### config.mk
export PLATFORM = sky130hd
export DESIGN_NAME = serial_eeprom_ctrl_reg_slave
export DESIGN_NICKNAME = d
export VERILOG_FILES = /design/src/hw/eeprom_link_pkg.sv /design/src/hw/pin_sync.sv /design/src/hw/protect_decode.sv /design/src/hw/serial_eeprom_ctrl_reg_slave.sv
export SDC_FILE = /design/constraint.sdc
export NUM_CORES = 1
export LEC_CHECK = 0
export BUFFER_PORTS_ARGS = -buffer_cell sky130_fd_sc_hd__buf_2
export CORE_ASPECT_RATIO = 0.9
export CORE_MARGIN = 3
export CORE_UTILIZATION = 55
export CTS_BUF_LIST = sky130_fd_sc_hd__clkbuf_4
export DETAILED_ROUTE_END_ITERATION = 8
export HOLD_SLACK_MARGIN = 0.06
export PLACE_DENSITY = 0.75
export SKIP_LAST_GASP = 1
export SLEW_MARGIN = 40
export SYNTH_ARGS = -nofsm -noshare
export SYNTH_HDL_FRONTEND = slang
export SYNTH_SLANG_ARGS = --single-unit
### constraint.sdc
create_clock -name clk_i -period 3.3 [get_ports clk_i]
set_input_delay 0.66 -clock clk_i [delete_from_list [all_inputs] [get_ports clk_i]]
set_output_delay 0.66 -clock clk_i [all_outputs]
set_load 0.1 [all_outputs]
### src/hw/eeprom_link_pkg.sv
`default_nettype none
package eeprom_link_pkg;

   // ----------------------------------------------------------------
   // Timing
   // ----------------------------------------------------------------
   localparam int CLK_FREQ_HZ       = 20_000_000;
   localparam int NV_WRITE_TIME_US  = 10_000;   // Longest nonvolatile cycle, 10 ms
   localparam int NV_WRITE_CYC      = NV_WRITE_TIME_US * (CLK_FREQ_HZ / 1_000_000);
   localparam int SYNC_STAGES       = 2;

   // ----------------------------------------------------------------
   // Slave address byte and addressing
   // ----------------------------------------------------------------
   localparam logic [2:0] TYPE_PREFIX  = 3'h5;    // Upper three bits of 1010 / 1011
   localparam logic [1:0] SEL_ZERO     = 2'h0;
   localparam logic [8:0] CTRL_ADDR    = 9'h1FF;
   localparam logic [1:0] IDX_DEV      = 2'h0;
   localparam logic [1:0] IDX_WORD     = 2'h1;
   localparam logic [1:0] IDX_DATA     = 2'h2;
   localparam logic [1:0] IDX_EXTRA    = 2'h3;
   localparam logic [3:0] BIT_COUNT    = 4'h8;

   // ----------------------------------------------------------------
   // Control register layout: 0 wd_hi wd_lo bp_mid bp_lo register_write_enable_latch wel bp_hi
   // ----------------------------------------------------------------
   localparam int POS_WD_HI   = 6;
   localparam int POS_WD_LO   = 5;
   localparam int POS_BP_MID  = 4;
   localparam int POS_BP_LO   = 3;
   localparam int POS_REGISTER_WRITE_ENABLE_LATCH    = 2;
   localparam int POS_WEL     = 1;
   localparam int POS_BP_HI   = 0;
   localparam logic [7:0] CMD_CLR_WEL  = 8'h00;
   localparam logic [7:0] CMD_SET_WEL  = 8'h02;
   localparam logic [7:0] CMD_SET_REGISTER_WRITE_ENABLE_LATCH = 8'h06;

   // Watchdog period codes
   localparam logic [1:0] WDOG_1400MS  = 2'h0;
   localparam logic [1:0] WDOG_600MS   = 2'h1;
   localparam logic [1:0] WDOG_200MS   = 2'h2;
   localparam logic [1:0] WDOG_OFF     = 2'h3;   // Factory value
   localparam logic [2:0] PROTECT_NONE = 3'h0;   // Factory value

   // ----------------------------------------------------------------
   // Types
   // ----------------------------------------------------------------
   typedef struct packed {
      logic [1:0] wdog_period;
      logic [2:0] protect_sel;
   } ctrl_fields_t;

   typedef struct packed {
      logic       we;
      logic [8:0] addr;
      logic [7:0] data;
   } mem_wr_t;

   typedef enum logic [5:0] {
      ST_IDLE = 6'h01,
      ST_RX   = 6'h02,
      ST_ACK  = 6'h04,
      ST_TX   = 6'h08,
      ST_MACK = 6'h10,
      ST_BUSY = 6'h20
   } link_state_t;

endpackage
`default_nettype wire

### src/hw/pin_sync.sv
`default_nettype none
module pin_sync
   import eeprom_link_pkg::*;
#(
   parameter int W = 3
) (
   input  wire logic         clk_i,
   input  wire logic         sys_rst_i,
   input  wire logic [W-1:0] pin_i,
   output logic      [W-1:0] sync_o
);
   logic [W-1:0] meta_q;
   logic [W-1:0] meta_d;
   logic [W-1:0] sync_d;

   // Two-stage capture of asynchronous pins, idle high
   always_comb begin
      meta_d = pin_i;
      sync_d = meta_q;
   end

   always_ff @(posedge clk_i) begin
      if (sys_rst_i) begin
         meta_q <= '1;
         sync_o <= '1;
      end else begin
         meta_q <= meta_d;
         sync_o <= sync_d;
      end
   end
endmodule // pin_sync
`default_nettype wire

### src/hw/protect_decode.sv
`default_nettype none
module protect_decode
   import eeprom_link_pkg::*;
(
   input  wire logic [8:0] addr_i,
   input  wire logic [2:0] sel_i,
   output logic            hit_o
);
   // Maps the protect selector to a locked address range
   always_comb begin
      unique case (sel_i)
         3'h0:    hit_o = 1'b0;
         3'h1:    hit_o = (addr_i >= 9'h180);
         3'h2:    hit_o = (addr_i >= 9'h100);
         3'h3:    hit_o = 1'b1;
         3'h4:    hit_o = (addr_i <= 9'h00F);
         3'h5:    hit_o = (addr_i <= 9'h01F);
         3'h6:    hit_o = (addr_i <= 9'h03F);
         default: hit_o = (addr_i <= 9'h07F);
      endcase
   end
endmodule // protect_decode
`default_nettype wire

### src/hw/serial_eeprom_ctrl_reg_slave.sv
`default_nettype none
module serial_eeprom_ctrl_reg_slave
   import eeprom_link_pkg::*;
#(
   parameter int NV_CYCLES = NV_WRITE_CYC
) (
   input  wire logic         clk_i,
   input  wire logic         sys_rst_i,
   input  wire logic         scl_i,
   input  wire logic         sda_i,
   output logic              sda_o,
   output logic              sda_oe_o,
   input  wire logic         wp_i,
   input  wire logic [7:0]   mem_rdata_i,
   output logic [8:0]        mem_addr_o,
   output mem_wr_t           mem_wr_o,
   output ctrl_fields_t      cfg_o,
   output logic              busy_o
);
   localparam int CW = $clog2(NV_CYCLES + 1);
   localparam logic [CW-1:0] BUSY_LOAD = CW'(NV_CYCLES - 1);
   // ----------------------------------------------------------------
   // Pin capture and bus conditions
   // ----------------------------------------------------------------
   logic scl_s, sda_s, wp_s;
   logic scl_p_q, sda_p_q;
   logic start_det, stop_det, scl_rise, scl_fall;
   logic prot_hit;
   pin_sync #(.W(3)) u_sync (
      .clk_i     (clk_i),
      .sys_rst_i (sys_rst_i),
      .pin_i     ({scl_i, sda_i, wp_i}),
      .sync_o    ({scl_s, sda_s, wp_s})
   );
   // Conditions seen on synchronised pins
   assign scl_rise  = scl_s & ~scl_p_q;
   assign scl_fall  = ~scl_s & scl_p_q;
   assign start_det = scl_s & scl_p_q & sda_p_q & ~sda_s;
   assign stop_det  = scl_s & scl_p_q & ~sda_p_q & sda_s;
   // ----------------------------------------------------------------
   // State
   // ----------------------------------------------------------------
   link_state_t     state_q, state_d;
   logic [3:0]      cnt_q, cnt_d;
   logic [1:0]      idx_q, idx_d;
   logic [7:0]      sh_q, sh_d;
   logic [7:0]      wdata_q, wdata_d;
   logic [8:0]      addr_q, addr_d;
   logic [CW-1:0]   bcnt_q, bcnt_d;
   logic            oe_q, oe_d;
   logic            sel_ctrl_q, sel_ctrl_d;
   logic            addr_hi_q, addr_hi_d;
   logic            rw_q, rw_d;
   logic            ctrl_hit_q, ctrl_hit_d;
   logic            pend_q, pend_d;
   logic            mack_q, mack_d;
   logic            wel_q, wel_d;
   logic            register_write_enable_latch_q, register_write_enable_latch_d;
   logic            busy_q, busy_d;
   ctrl_fields_t    cfg_q, cfg_d;
   mem_wr_t         mwr_q, mwr_d;
   logic [7:0]      ctrl_rd;
   logic [7:0]      rx_byte;
   logic            ack;
   logic            nv_go;
   protect_decode u_prot (
      .addr_i (addr_q),
      .sel_i  (cfg_q.protect_sel),
      .hit_o  (prot_hit)
   );
   // Register image as read back; bit 7 always zero
   always_comb begin
      ctrl_rd             = 8'h00;
      ctrl_rd[POS_WD_HI]  = cfg_q.wdog_period[1];
      ctrl_rd[POS_WD_LO]  = cfg_q.wdog_period[0];
      ctrl_rd[POS_BP_MID] = cfg_q.protect_sel[1];
      ctrl_rd[POS_BP_LO]  = cfg_q.protect_sel[0];
      ctrl_rd[POS_REGISTER_WRITE_ENABLE_LATCH]   = register_write_enable_latch_q;
      ctrl_rd[POS_WEL]    = wel_q;
      ctrl_rd[POS_BP_HI]  = cfg_q.protect_sel[2];
   end
   // ----------------------------------------------------------------
   // Next-state logic
   // ----------------------------------------------------------------
   always_comb begin
      state_d    = state_q;
      cnt_d      = cnt_q;
      idx_d      = idx_q;
      sh_d       = sh_q;
      wdata_d    = wdata_q;
      addr_d     = addr_q;
      bcnt_d     = bcnt_q;
      oe_d       = oe_q;
      sel_ctrl_d = sel_ctrl_q;
      addr_hi_d  = addr_hi_q;
      rw_d       = rw_q;
      ctrl_hit_d = ctrl_hit_q;
      pend_d     = pend_q;
      mack_d     = mack_q;
      wel_d      = wel_q;
      register_write_enable_latch_d     = register_write_enable_latch_q;
      cfg_d      = cfg_q;
      mwr_d      = mwr_q;
      mwr_d.we   = 1'b0;
      rx_byte    = sh_q;
      ack        = 1'b0;
      nv_go      = 1'b0;
      if (state_q == ST_BUSY) begin
         // Internal write: pins ignored, data line released
         if (bcnt_q == '0) begin
            state_d = ST_IDLE;
         end else begin
            bcnt_d = bcnt_q - 1'b1;
         end
      end else if (start_det) begin
         state_d = ST_RX;
         cnt_d   = 4'h0;
         idx_d   = IDX_DEV;
         oe_d    = 1'b0;
         pend_d  = 1'b0;
      end else if (stop_det) begin
         state_d = ST_IDLE;
         oe_d    = 1'b0;
         pend_d  = 1'b0;
         // Stop right after an acknowledged data byte launches the write
         if (state_q == ST_RX && cnt_q == 4'h1 && idx_q == IDX_EXTRA && pend_q) begin
            if (!sel_ctrl_q) begin
               mwr_d   = '{we: 1'b1, addr: addr_q, data: wdata_q};
               addr_d  = addr_q + 9'h001;
               state_d = ST_BUSY;
               bcnt_d  = BUSY_LOAD;
            end else if (register_write_enable_latch_q) begin
               if (!wdata_q[POS_REGISTER_WRITE_ENABLE_LATCH] && wdata_q[POS_WEL]) begin
                  cfg_d.wdog_period = {wdata_q[POS_WD_HI], wdata_q[POS_WD_LO]};
                  cfg_d.protect_sel = {wdata_q[POS_BP_HI], wdata_q[POS_BP_MID],
                                       wdata_q[POS_BP_LO]};
                  register_write_enable_latch_d  = 1'b0;
                  nv_go   = 1'b1;
                  state_d = ST_BUSY;
                  bcnt_d  = BUSY_LOAD;
               end else if (wdata_q == CMD_CLR_WEL) begin
                  wel_d = 1'b0;
               end
               // Bit 2 set: fields and latch left as they are
            end else begin
               unique case (wdata_q)
                  CMD_SET_WEL:  wel_d = 1'b1;
                  CMD_CLR_WEL:  wel_d = 1'b0;
                  CMD_SET_REGISTER_WRITE_ENABLE_LATCH: begin
                     wel_d  = 1'b1;
                     register_write_enable_latch_d = 1'b1;
                  end
                  default:      wel_d = wel_q;
               endcase
            end
         end
      end else begin
         unique case (state_q)
            ST_IDLE: oe_d = 1'b0;
            ST_RX: begin
               if (scl_rise) begin
                  sh_d  = {sh_q[6:0], sda_s};
                  cnt_d = cnt_q + 4'h1;
               end else if (scl_fall && cnt_q == BIT_COUNT) begin
                  unique case (idx_q)
                     IDX_DEV: begin
                        ack = (rx_byte[7:5] == TYPE_PREFIX) &&
                              (rx_byte[3:2] == SEL_ZERO);
                        sel_ctrl_d = rx_byte[4];
                        addr_hi_d  = rx_byte[1];
                        rw_d       = rx_byte[0];
                     end
                     IDX_WORD: begin
                        ack        = 1'b1;
                        ctrl_hit_d = ({addr_hi_q, rx_byte} == CTRL_ADDR);
                        if (!sel_ctrl_q) begin
                           addr_d = {addr_hi_q, rx_byte};
                        end
                     end
                     IDX_DATA: begin
                        wdata_d = rx_byte;
                        if (sel_ctrl_q) begin
                           ack = !wp_s && ctrl_hit_q &&
                                 (wel_q || rx_byte == CMD_SET_WEL);
                        end else begin
                           ack = wel_q && !wp_s && !prot_hit;
                           if (wel_q && !wp_s && prot_hit) begin
                              register_write_enable_latch_d = 1'b0;
                           end
                        end
                        pend_d = ack;
                     end
                     default: pend_d = 1'b0;
                  endcase
                  state_d = ack ? ST_ACK : ST_IDLE;
                  oe_d    = ack;
               end
            end
            ST_ACK: begin
               if (scl_fall) begin
                  oe_d  = 1'b0;
                  cnt_d = 4'h0;
                  idx_d = (idx_q == IDX_EXTRA) ? IDX_EXTRA : idx_q + 2'h1;
                  if (idx_q == IDX_DEV && rw_q) begin
                     sh_d    = sel_ctrl_q ? ctrl_rd : mem_rdata_i;
                     oe_d    = ~sh_d[7];
                     state_d = ST_TX;
                  end else begin
                     state_d = ST_RX;
                  end
               end
            end
            ST_TX: begin
               if (scl_rise) begin
                  cnt_d = cnt_q + 4'h1;
               end else if (scl_fall) begin
                  if (cnt_q == BIT_COUNT) begin
                     oe_d    = 1'b0;
                     state_d = ST_MACK;
                  end else begin
                     sh_d = {sh_q[6:0], 1'b0};
                     oe_d = ~sh_d[7];
                  end
               end
            end
            ST_MACK: begin
               if (scl_rise) begin
                  mack_d = ~sda_s;
                  if (!sel_ctrl_q) begin
                     addr_d = addr_q + 9'h001;
                  end
               end else if (scl_fall) begin
                  if (mack_q && !sel_ctrl_q) begin
                     sh_d    = mem_rdata_i;
                     oe_d    = ~sh_d[7];
                     cnt_d   = 4'h0;
                     state_d = ST_TX;
                  end else begin
                     state_d = ST_IDLE;
                  end
               end
            end
            default: begin
               state_d = ST_IDLE;
               oe_d    = 1'b0;
            end
         endcase
      end
      busy_d = (state_d == ST_BUSY);
   end
   // ----------------------------------------------------------------
   // Registers
   // ----------------------------------------------------------------
   always_ff @(posedge clk_i) begin
      if (sys_rst_i) begin
         state_q    <= ST_IDLE;
         cnt_q      <= 4'h0;
         idx_q      <= IDX_DEV;
         sh_q       <= 8'h00;
         wdata_q    <= 8'h00;
         addr_q     <= 9'h000;
         bcnt_q     <= '0;
         oe_q       <= 1'b0;
         sel_ctrl_q <= 1'b0;
         addr_hi_q  <= 1'b0;
         rw_q       <= 1'b0;
         ctrl_hit_q <= 1'b0;
         pend_q     <= 1'b0;
         mack_q     <= 1'b0;
         wel_q      <= 1'b0;
         register_write_enable_latch_q     <= 1'b0;
         busy_q     <= 1'b0;
         cfg_q      <= '{wdog_period: WDOG_OFF, protect_sel: PROTECT_NONE};
         mwr_q      <= '0;
         scl_p_q    <= 1'b1;
         sda_p_q    <= 1'b1;
      end else begin
         state_q    <= state_d;
         cnt_q      <= cnt_d;
         idx_q      <= idx_d;
         sh_q       <= sh_d;
         wdata_q    <= wdata_d;
         addr_q     <= addr_d;
         bcnt_q     <= bcnt_d;
         oe_q       <= oe_d;
         sel_ctrl_q <= sel_ctrl_d;
         addr_hi_q  <= addr_hi_d;
         rw_q       <= rw_d;
         ctrl_hit_q <= ctrl_hit_d;
         pend_q     <= pend_d;
         mack_q     <= mack_d;
         wel_q      <= wel_d;
         register_write_enable_latch_q     <= register_write_enable_latch_d;
         busy_q     <= busy_d;
         cfg_q      <= cfg_d;
         mwr_q      <= mwr_d;
         scl_p_q    <= scl_s;
         sda_p_q    <= sda_s;
      end
   end
   // Outputs
   assign sda_o      = 1'b0;
   assign sda_oe_o   = oe_q;
   assign mem_addr_o = addr_q;
   assign mem_wr_o   = mwr_q;
   assign cfg_o      = cfg_q;
   assign busy_o     = busy_q;
endmodule // serial_eeprom_ctrl_reg_slave
`default_nettype wire

Word-level counts from Yosys, hierarchy flattened
Cells that the tools add are included.
{"block": "op_classes", "addsub": 4, "n_lt_le_gt_ge": 6, "eq_ne": 63, "mux": 106, "bitwise": 20, "n_reduce_logical": 56}
{"cell": "2-to-1 mux 18 bit", "n": 9}
{"cell": "2-to-1 mux 6 bit", "n": 16}
{"cell": "2-to-1 mux 8 bit", "n": 10}
{"cell": "2-to-1 mux 9 bit", "n": 8}
{"cell": "2-to-1 mux 1 bit", "n": 39}
{"cell": "2-to-1 mux 4 bit", "n": 9}
{"cell": "one-hot mux 8 bit (4 select lines)", "n": 1}
{"cell": "one-hot mux 6 bit (5 select lines)", "n": 1}
{"cell": "!= test 2 bit (second input constant)", "n": 14}
{"cell": "!= test 4 bit (second input constant)", "n": 7}
{"cell": "AND reduction 7 bit", "n": 4}
{"cell": "!= test 3 bit (second input constant)", "n": 8}
{"cell": ">= comparator 9 bit (second input constant)", "n": 2}
{"cell": "logical NOT 18 bit", "n": 1}
{"cell": "one-hot mux 9 bit (2 select lines)", "n": 1}
{"cell": "AND reduction 9 bit", "n": 2}
{"cell": "nonzero test 2 bit", "n": 9}
{"cell": "subtractor 18 x 1 -> 18 bit (second input constant)", "n": 1}
{"cell": "equality test 8 x 2 -> 1 bit (second input constant)", "n": 2}
{"cell": "AND reduction 8 bit", "n": 2}
{"cell": "AND reduction 5 bit", "n": 3}
{"cell": "logical AND 1 bit", "n": 13}
{"cell": "NOT 1 bit", "n": 13}
{"cell": "AND reduction 13 bit", "n": 1}
{"cell": "46 further kinds", "n": 79}
{"block": "totals", "reg_bits": 96, "input_bits": 13, "output_inout_bits": 35, "elab_cells": 281}

Depth between registers and ports, before layout
{"block": "depth", "ltp_word": 20, "ltp_mapped": 10}

By module
Synthesis repeated with hierarchy kept, for this count alone.
{"block": "hier_totals", "hier_cells": 631, "area_unflattened_um2": 5275.1}
{"module": "serial_eeprom_ctrl_reg_slave", "instances": 1, "cells_per_inst": 610, "area_each_um2": 5062.4, "seq_area_each_um2": 1801.7}
{"module": "pin_sync", "instances": 1, "cells_per_inst": 12, "area_each_um2": 157.7, "seq_area_each_um2": 120.1}
{"module": "protect_decode", "instances": 1, "cells_per_inst": 9, "area_each_um2": 55.1, "seq_area_each_um2": 0.0}

Worst setup path after synthesis
No wires, ideal clock.
{"block": "synth_path", "path_type": "flip-flop to flip-flop", "startpoint": "reg addr_q[1], in the netlist mem_addr_o[1]", "endpoint": "reg oe_q, in the netlist sda_oe_o", "arrival_ns": 2.556, "t_required_ns": 3.226, "path_slack_ns": 0.669, "path_stages_with_launch": 7, "path_buffers": 0, "synth_period_minus_slack_ns": 2.631, "path_cell_list": "dfxtp_1 > nand2_1 > o41ai_1 > a2111oi_0 > nand3b_1 > or4_1 > a31oi_1"}
{"block": "synth_between", "elab_chain_cells": 17, "word_cells_on_any_way": 22}
{"element": "from (decl)", "line": "serial_eeprom_ctrl_reg_slave.sv:48", "source": "logic [8:0] addr_q, addr_d;"}
{"element": "from (signal assigned)", "line": "serial_eeprom_ctrl_reg_slave.sv:283", "source": "addr_q <= addr_d;"}
{"element": "<= comparator 9 x 7 -> 1 bit (tied with other cells)", "line": "protect_decode.sv:19", "source": "default: hit_o = (addr_i <= 9'h07F);"}
{"element": "one-hot mux 1 bit (7 select lines) (*)", "line": "protect_decode.sv:11", "source": "unique case (sel_i)"}
{"element": "logical NOT 1 bit (*)", "line": "serial_eeprom_ctrl_reg_slave.sv:186", "source": "ack = wel_q && !wp_s && !prot_hit;"}
{"element": "logical AND 1 bit (*)", "line": "serial_eeprom_ctrl_reg_slave.sv:186"}
{"element": "2-to-1 mux 1 bit (*)", "line": "serial_eeprom_ctrl_reg_slave.sv:182", "source": "if (sel_ctrl_q) begin"}
{"element": "one-hot mux 1 bit (3 select lines) (*)", "line": "serial_eeprom_ctrl_reg_slave.sv:165", "source": "unique case (idx_q)"}
{"element": "2-to-1 mux 1 bit (*)", "line": "serial_eeprom_ctrl_reg_slave.sv:164", "source": "end else if (scl_fall && cnt_q == BIT_COUNT) begin"}
{"element": "2-to-1 mux 1 bit (*)", "line": "serial_eeprom_ctrl_reg_slave.sv:161", "source": "if (scl_rise) begin"}
{"element": "2-to-1 mux 1 bit (*)", "line": "serial_eeprom_ctrl_reg_slave.sv:158", "source": "unique case (state_q)"}
{"element": "2-to-1 mux 1 bit (*)", "line": "serial_eeprom_ctrl_reg_slave.sv:121", "source": "end else if (stop_det) begin"}
{"element": "2-to-1 mux 1 bit (*)", "line": "serial_eeprom_ctrl_reg_slave.sv:115", "source": "end else if (start_det) begin"}
{"element": "2-to-1 mux 1 bit (*)", "line": "serial_eeprom_ctrl_reg_slave.sv:108", "source": "if (state_q == ST_BUSY) begin"}
{"element": "2-to-1 mux 1 bit (*)", "line": "serial_eeprom_ctrl_reg_slave.sv:164"}
{"element": "2-to-1 mux 1 bit (*)", "line": "serial_eeprom_ctrl_reg_slave.sv:161"}
{"element": "one-hot mux 1 bit (4 select lines) (*)", "line": "serial_eeprom_ctrl_reg_slave.sv:158"}
{"element": "2-to-1 mux 1 bit (*)", "line": "serial_eeprom_ctrl_reg_slave.sv:121"}
{"element": "2-to-1 mux 1 bit (*)", "line": "serial_eeprom_ctrl_reg_slave.sv:115"}
{"element": "to (signal assigned)", "line": "serial_eeprom_ctrl_reg_slave.sv:263", "source": "oe_q <= 1'b0;"}
{"element": "to (signal assigned)", "line": "serial_eeprom_ctrl_reg_slave.sv:285", "source": "oe_q <= oe_d;"}
{"element": "to (decl)", "line": "serial_eeprom_ctrl_reg_slave.sv:50", "source": "logic oe_q, oe_d;"}
Every way passes the cells marked *; elsewhere a longest branch is shown, timed or not. The select of a mux whose other input is x is not followed.
A chain may end at the register's enable or synchronous reset.

Worst setup path after layout
{"block": "layout_path", "startpoint": "reg state_q[0]", "endpoint": "reg bcnt_q[16]"}
{"block": "layout_between", "elab_chain_cells": 6, "word_cells_on_any_way": 13}
{"element": "from (decl)", "line": "serial_eeprom_ctrl_reg_slave.sv:43", "source": "link_state_t state_q, state_d;"}
{"element": "from (signal assigned)", "line": "serial_eeprom_ctrl_reg_slave.sv:278", "source": "state_q <= state_d;"}
{"element": "equality test 6 x 2 -> 1 bit", "line": "serial_eeprom_ctrl_reg_slave.sv:126", "source": "if (state_q == ST_RX && cnt_q == 4'h1 && idx_q == IDX_EXTRA && pend_q) begin"}
{"element": "logical AND 1 bit (3 in a row)", "line": "serial_eeprom_ctrl_reg_slave.sv:126"}
{"element": "nonzero test 2 bit (no line)"}
{"element": "AND reduction 6 bit (no line)"}
{"element": "to (signal assigned)", "line": "serial_eeprom_ctrl_reg_slave.sv:284", "source": "bcnt_q <= bcnt_d;"}
{"element": "to (decl)", "line": "serial_eeprom_ctrl_reg_slave.sv:49", "source": "logic [CW-1:0] bcnt_q, bcnt_d;"}
Parallel ways exist; a longest one is shown, timed or not.

==> flow_metrics.py <==
metrics = {
    "synthesis": {
        "yosys-top-cells-area": "dfxtp_1, a21oi_1, nor2_1, nand2_1, mux2i_1",
        "synth-seq-cells": 96,
        "synth_top_area_share_pct": 38.83,
        "syn_nets": 604,
        "synth.distinct_cells": 84,
        "syn_area_sq_mm": 0.004950,
        "synthFlopType": "dfxtp_1",
        "synthArstFlopShare_pct": 0,
        "synth_edf_count": 0,
        "postSynthAreaPerCell_sq_um": 8.461,
        "ys_seq_area_share_pct": 38.83,
        "yosysTopAreaCell": "dfxtp_1",
        "yosysWarnings": 0,
        "synthCells": 585,
    },
    "power": {
        "ir_drop_mv": 0.2753,
        "p_leak_uw": 0.001882,
        "power_uw": 1888,
        "power.density_mw_per_mm2": 350.9,
    },
    "clock_network": {
        "ctsHoldBuffers": 0,
        "cts_buffers": 9,
        "htree_levels": 3,
        "cts_tree": "done",
        "post-cts-setup-buffers": 0,
        "clkLatencyLatePin_ns": 0.45,
        "post_cts_resized": 0,
        "cts_buffer_depth": 2,
        "numClockSinks": 96,
        "cts-root-buf": "clkbuf_4",
        "clk_transition_reported_paths_ns": 0.15,
    },
    "worst_setup_path": {
        "regToRegSetupSlack_ns": 0.83,
        "worstSetupPathType": "reg -> reg",
        "crit_required_ns": 3.63,
        "r2r_end": "bcnt_q[16]$_SDFFE_PP0P_",
        "start_kind": "flop",
        "startpoint": "state_q[0]$_SDFF_PP1_",
        "r2r-start": "state_q[0]$_SDFF_PP1_",
        "worstPathArrival_ns": 2.80,
        "r2r_cells": 6,
        "cp_max_fo": 10,
        "end_kind": "flop",
    },
    "routing": {
        "drt_iter0_markers": 318,
        "ant_nets": 0,
        "first_pass_iters": 6,
        "route.vias.total": 4498,
        "via_per_inst": 6.078,
        "routedWlPerCell_um": 17.26,
        "drc": 0,
        "totalWireLength_um": 12770,
    },
    "place": {
        "hpwl_um": 9154,
        "io_buffer_count": 46,
        "place_ws_ns": 0.8387,
        "gp_congestion": 0.9299,
    },
    "layout": {
        "num-nets-final": 635,
        "syn_to_final_growth_pct": 8.696,
        "layout_commonest_cell": "dfxtp_1",
        "antenna_cells": 0,
        "fin_util_pct": 62.21,
        "mostFrequentLayoutCells": "dfxtp_1, nor2_1, nand2_1",
        "drive_above_1_share_pct": 16.91,
    },
    "sta": {
        "min_period_ns": 2.467,
        "setup_ws_ns": 0.8334,
        "hold_violations": 0,
        "skew_ns": 0.01318,
        "fin_crit_sh_pct": 74.75,
        "setup_viol_count_final": 0,
        "relSlewSlack_pct": 49.89,
        "fmax_ghz": 0.4054,
        "slew_violations": 0,
        "tightestPinTransition_ns": 0.7489,
        "tns_ns": 0,
        "rsz0062_at_grt": "no",
    },
    "floorplan": {
        "die_w_um": 106.0,
        "num_io_pins": 48,
        "rows": 32,
        "die_h_um": 96.00,
        "design.die.area_sq_mm": 0.01018,
        "start_util_pct": 57.23,
        "coreArea_sq_mm": 0.008648,
    },
    "global_route": {
        "grt_pass1_wl_um": 20680,
        "antenna_found_initial": 0,
        "grt_max_degree": 50,
        "grt_pass1_vias": 4072,
        "grt.overflow.total": 0,
        "grtUsageTotal_pct": 25.39,
    },
    "hold_path": {
        "hp-class": "in -> reg",
        "whs_path_depth": 2,
        "hp-start": "sda_i",
        "hold_end": "u_sync.meta_q[1]$_SDFF_PP1_",
    },
    "job": {
        "cap_violations": 0,
    },
    "run_status": {
        "outcome": "completed",
    },
}
sequential cells by signal (all words and copies together) (netlist names), 2 cells and up:
register and count:
state_q 6, cnt_q 4, mem_addr_o 9, wdata_q 8
u_sync.meta_q 3, idx_q 2, cfg_o 5, rx_byte 8
bcnt_q 18, mem_wr_o 18, u_sync.sync_o 3
cell type report:
cell class / instances / area (sq um)
sequential: 96 / 1922
tap: 119 / 148.9
clock buffer: 10 / 75.07
inverter: 9 / 33.78
clock inverter: 6 / 68.82
multi-input combinational: 448 / 2856
timing repair buffer: 52 / 275.3
fill: 797 / 3268
how the worst max path moves through the flow:
stage,endpoint,slack (ns),cells after the start
finish,bcnt_q[16]$_SDFFE_PP0P_,0.83,6
global route,mem_wr_o[2]$_SDFFE_PP0P_,0.54,6
CTS,bcnt_q[5]$_SDFFE_PP0P_,0.79,6
detailed placement,bcnt_q[5]$_SDFFE_PP0P_,0.84,6
global placement,rx_byte[0]$_SDFFE_PP0P_,0.93,6
floorplan,sda_oe_o$_SDFFE_PP0P_,0.67,6
synth_stat cells (5+ instances only):
master and number:
a211oi_1 13, a21oi_1 53, a222oi_1 6, a31oi_1 5
buf_2 7, clkbuf_1 19, dfxtp_1 96, ha_1 6
inv_1 8, mux2i_1 15, nand2_1 63, nand2b_1 9
nand3_1 18, nand3b_1 6, nor2_1 65, nor2b_1 12
nor3_1 24, o21ai_0 15, o22ai_1 5, or2_2 11
xnor2_1 5, xor2_1 11
critical path, cell delays in order (launching register included):
cell and delay, ns:
dfxtp_1 0.45, nor4_4 0.56, and2_0 0.58, nand3_1 0.24, nor3_1 0.22, mux2i_1 0.21, a21oi_1 0.09
cells by family (layout without fill, tap and decap cells):
family	after synthesis	after routing	share of synthesized area [%]
xor gates and xnor gates	16	16	2.831
DFF	96	96	38.83
adders and majority gates	6	6	1.517
and+or+nand+nor	262	262	29.02
other	1	1	0.07576
AOI/OAI and AO/OA	145	145	20.15
buffers and inverters	41	77	3.867
muxes	18	18	3.716
layer usage:
metal,GRT usage [%],vias up,wire length (um)
met5,0,-,0
met4,9.709,0,261
met3,4.963,24,712
met2,40.98,131,6038
met1,33.94,2150,5761
li1,-,2193,-
power by group:
| group | internal (uW) | leakage, uW | switching, uW |
|---|---|---|---|
| Sequential | 1160 | 0.000775 | 6.19 |
| Clock | 244 | 0.0000722 | 406 |
| Combinational | 21.8 | 0.00104 | 45.3 |
| Total | 1430 | 0.00188 | 458 |
stage by stage:
stage	area, sq um	hold slack, ns	std cells
detailed placement	5223	0.3994	723
global placement	5215	0.3904	723
global route	5380	0.3416	740
CTS	5366	0.3574	739
floorplan	4950	0.3895	585
finish	5380	0.3810	740
No activity file was read; power rests on OpenSTA's default activity.
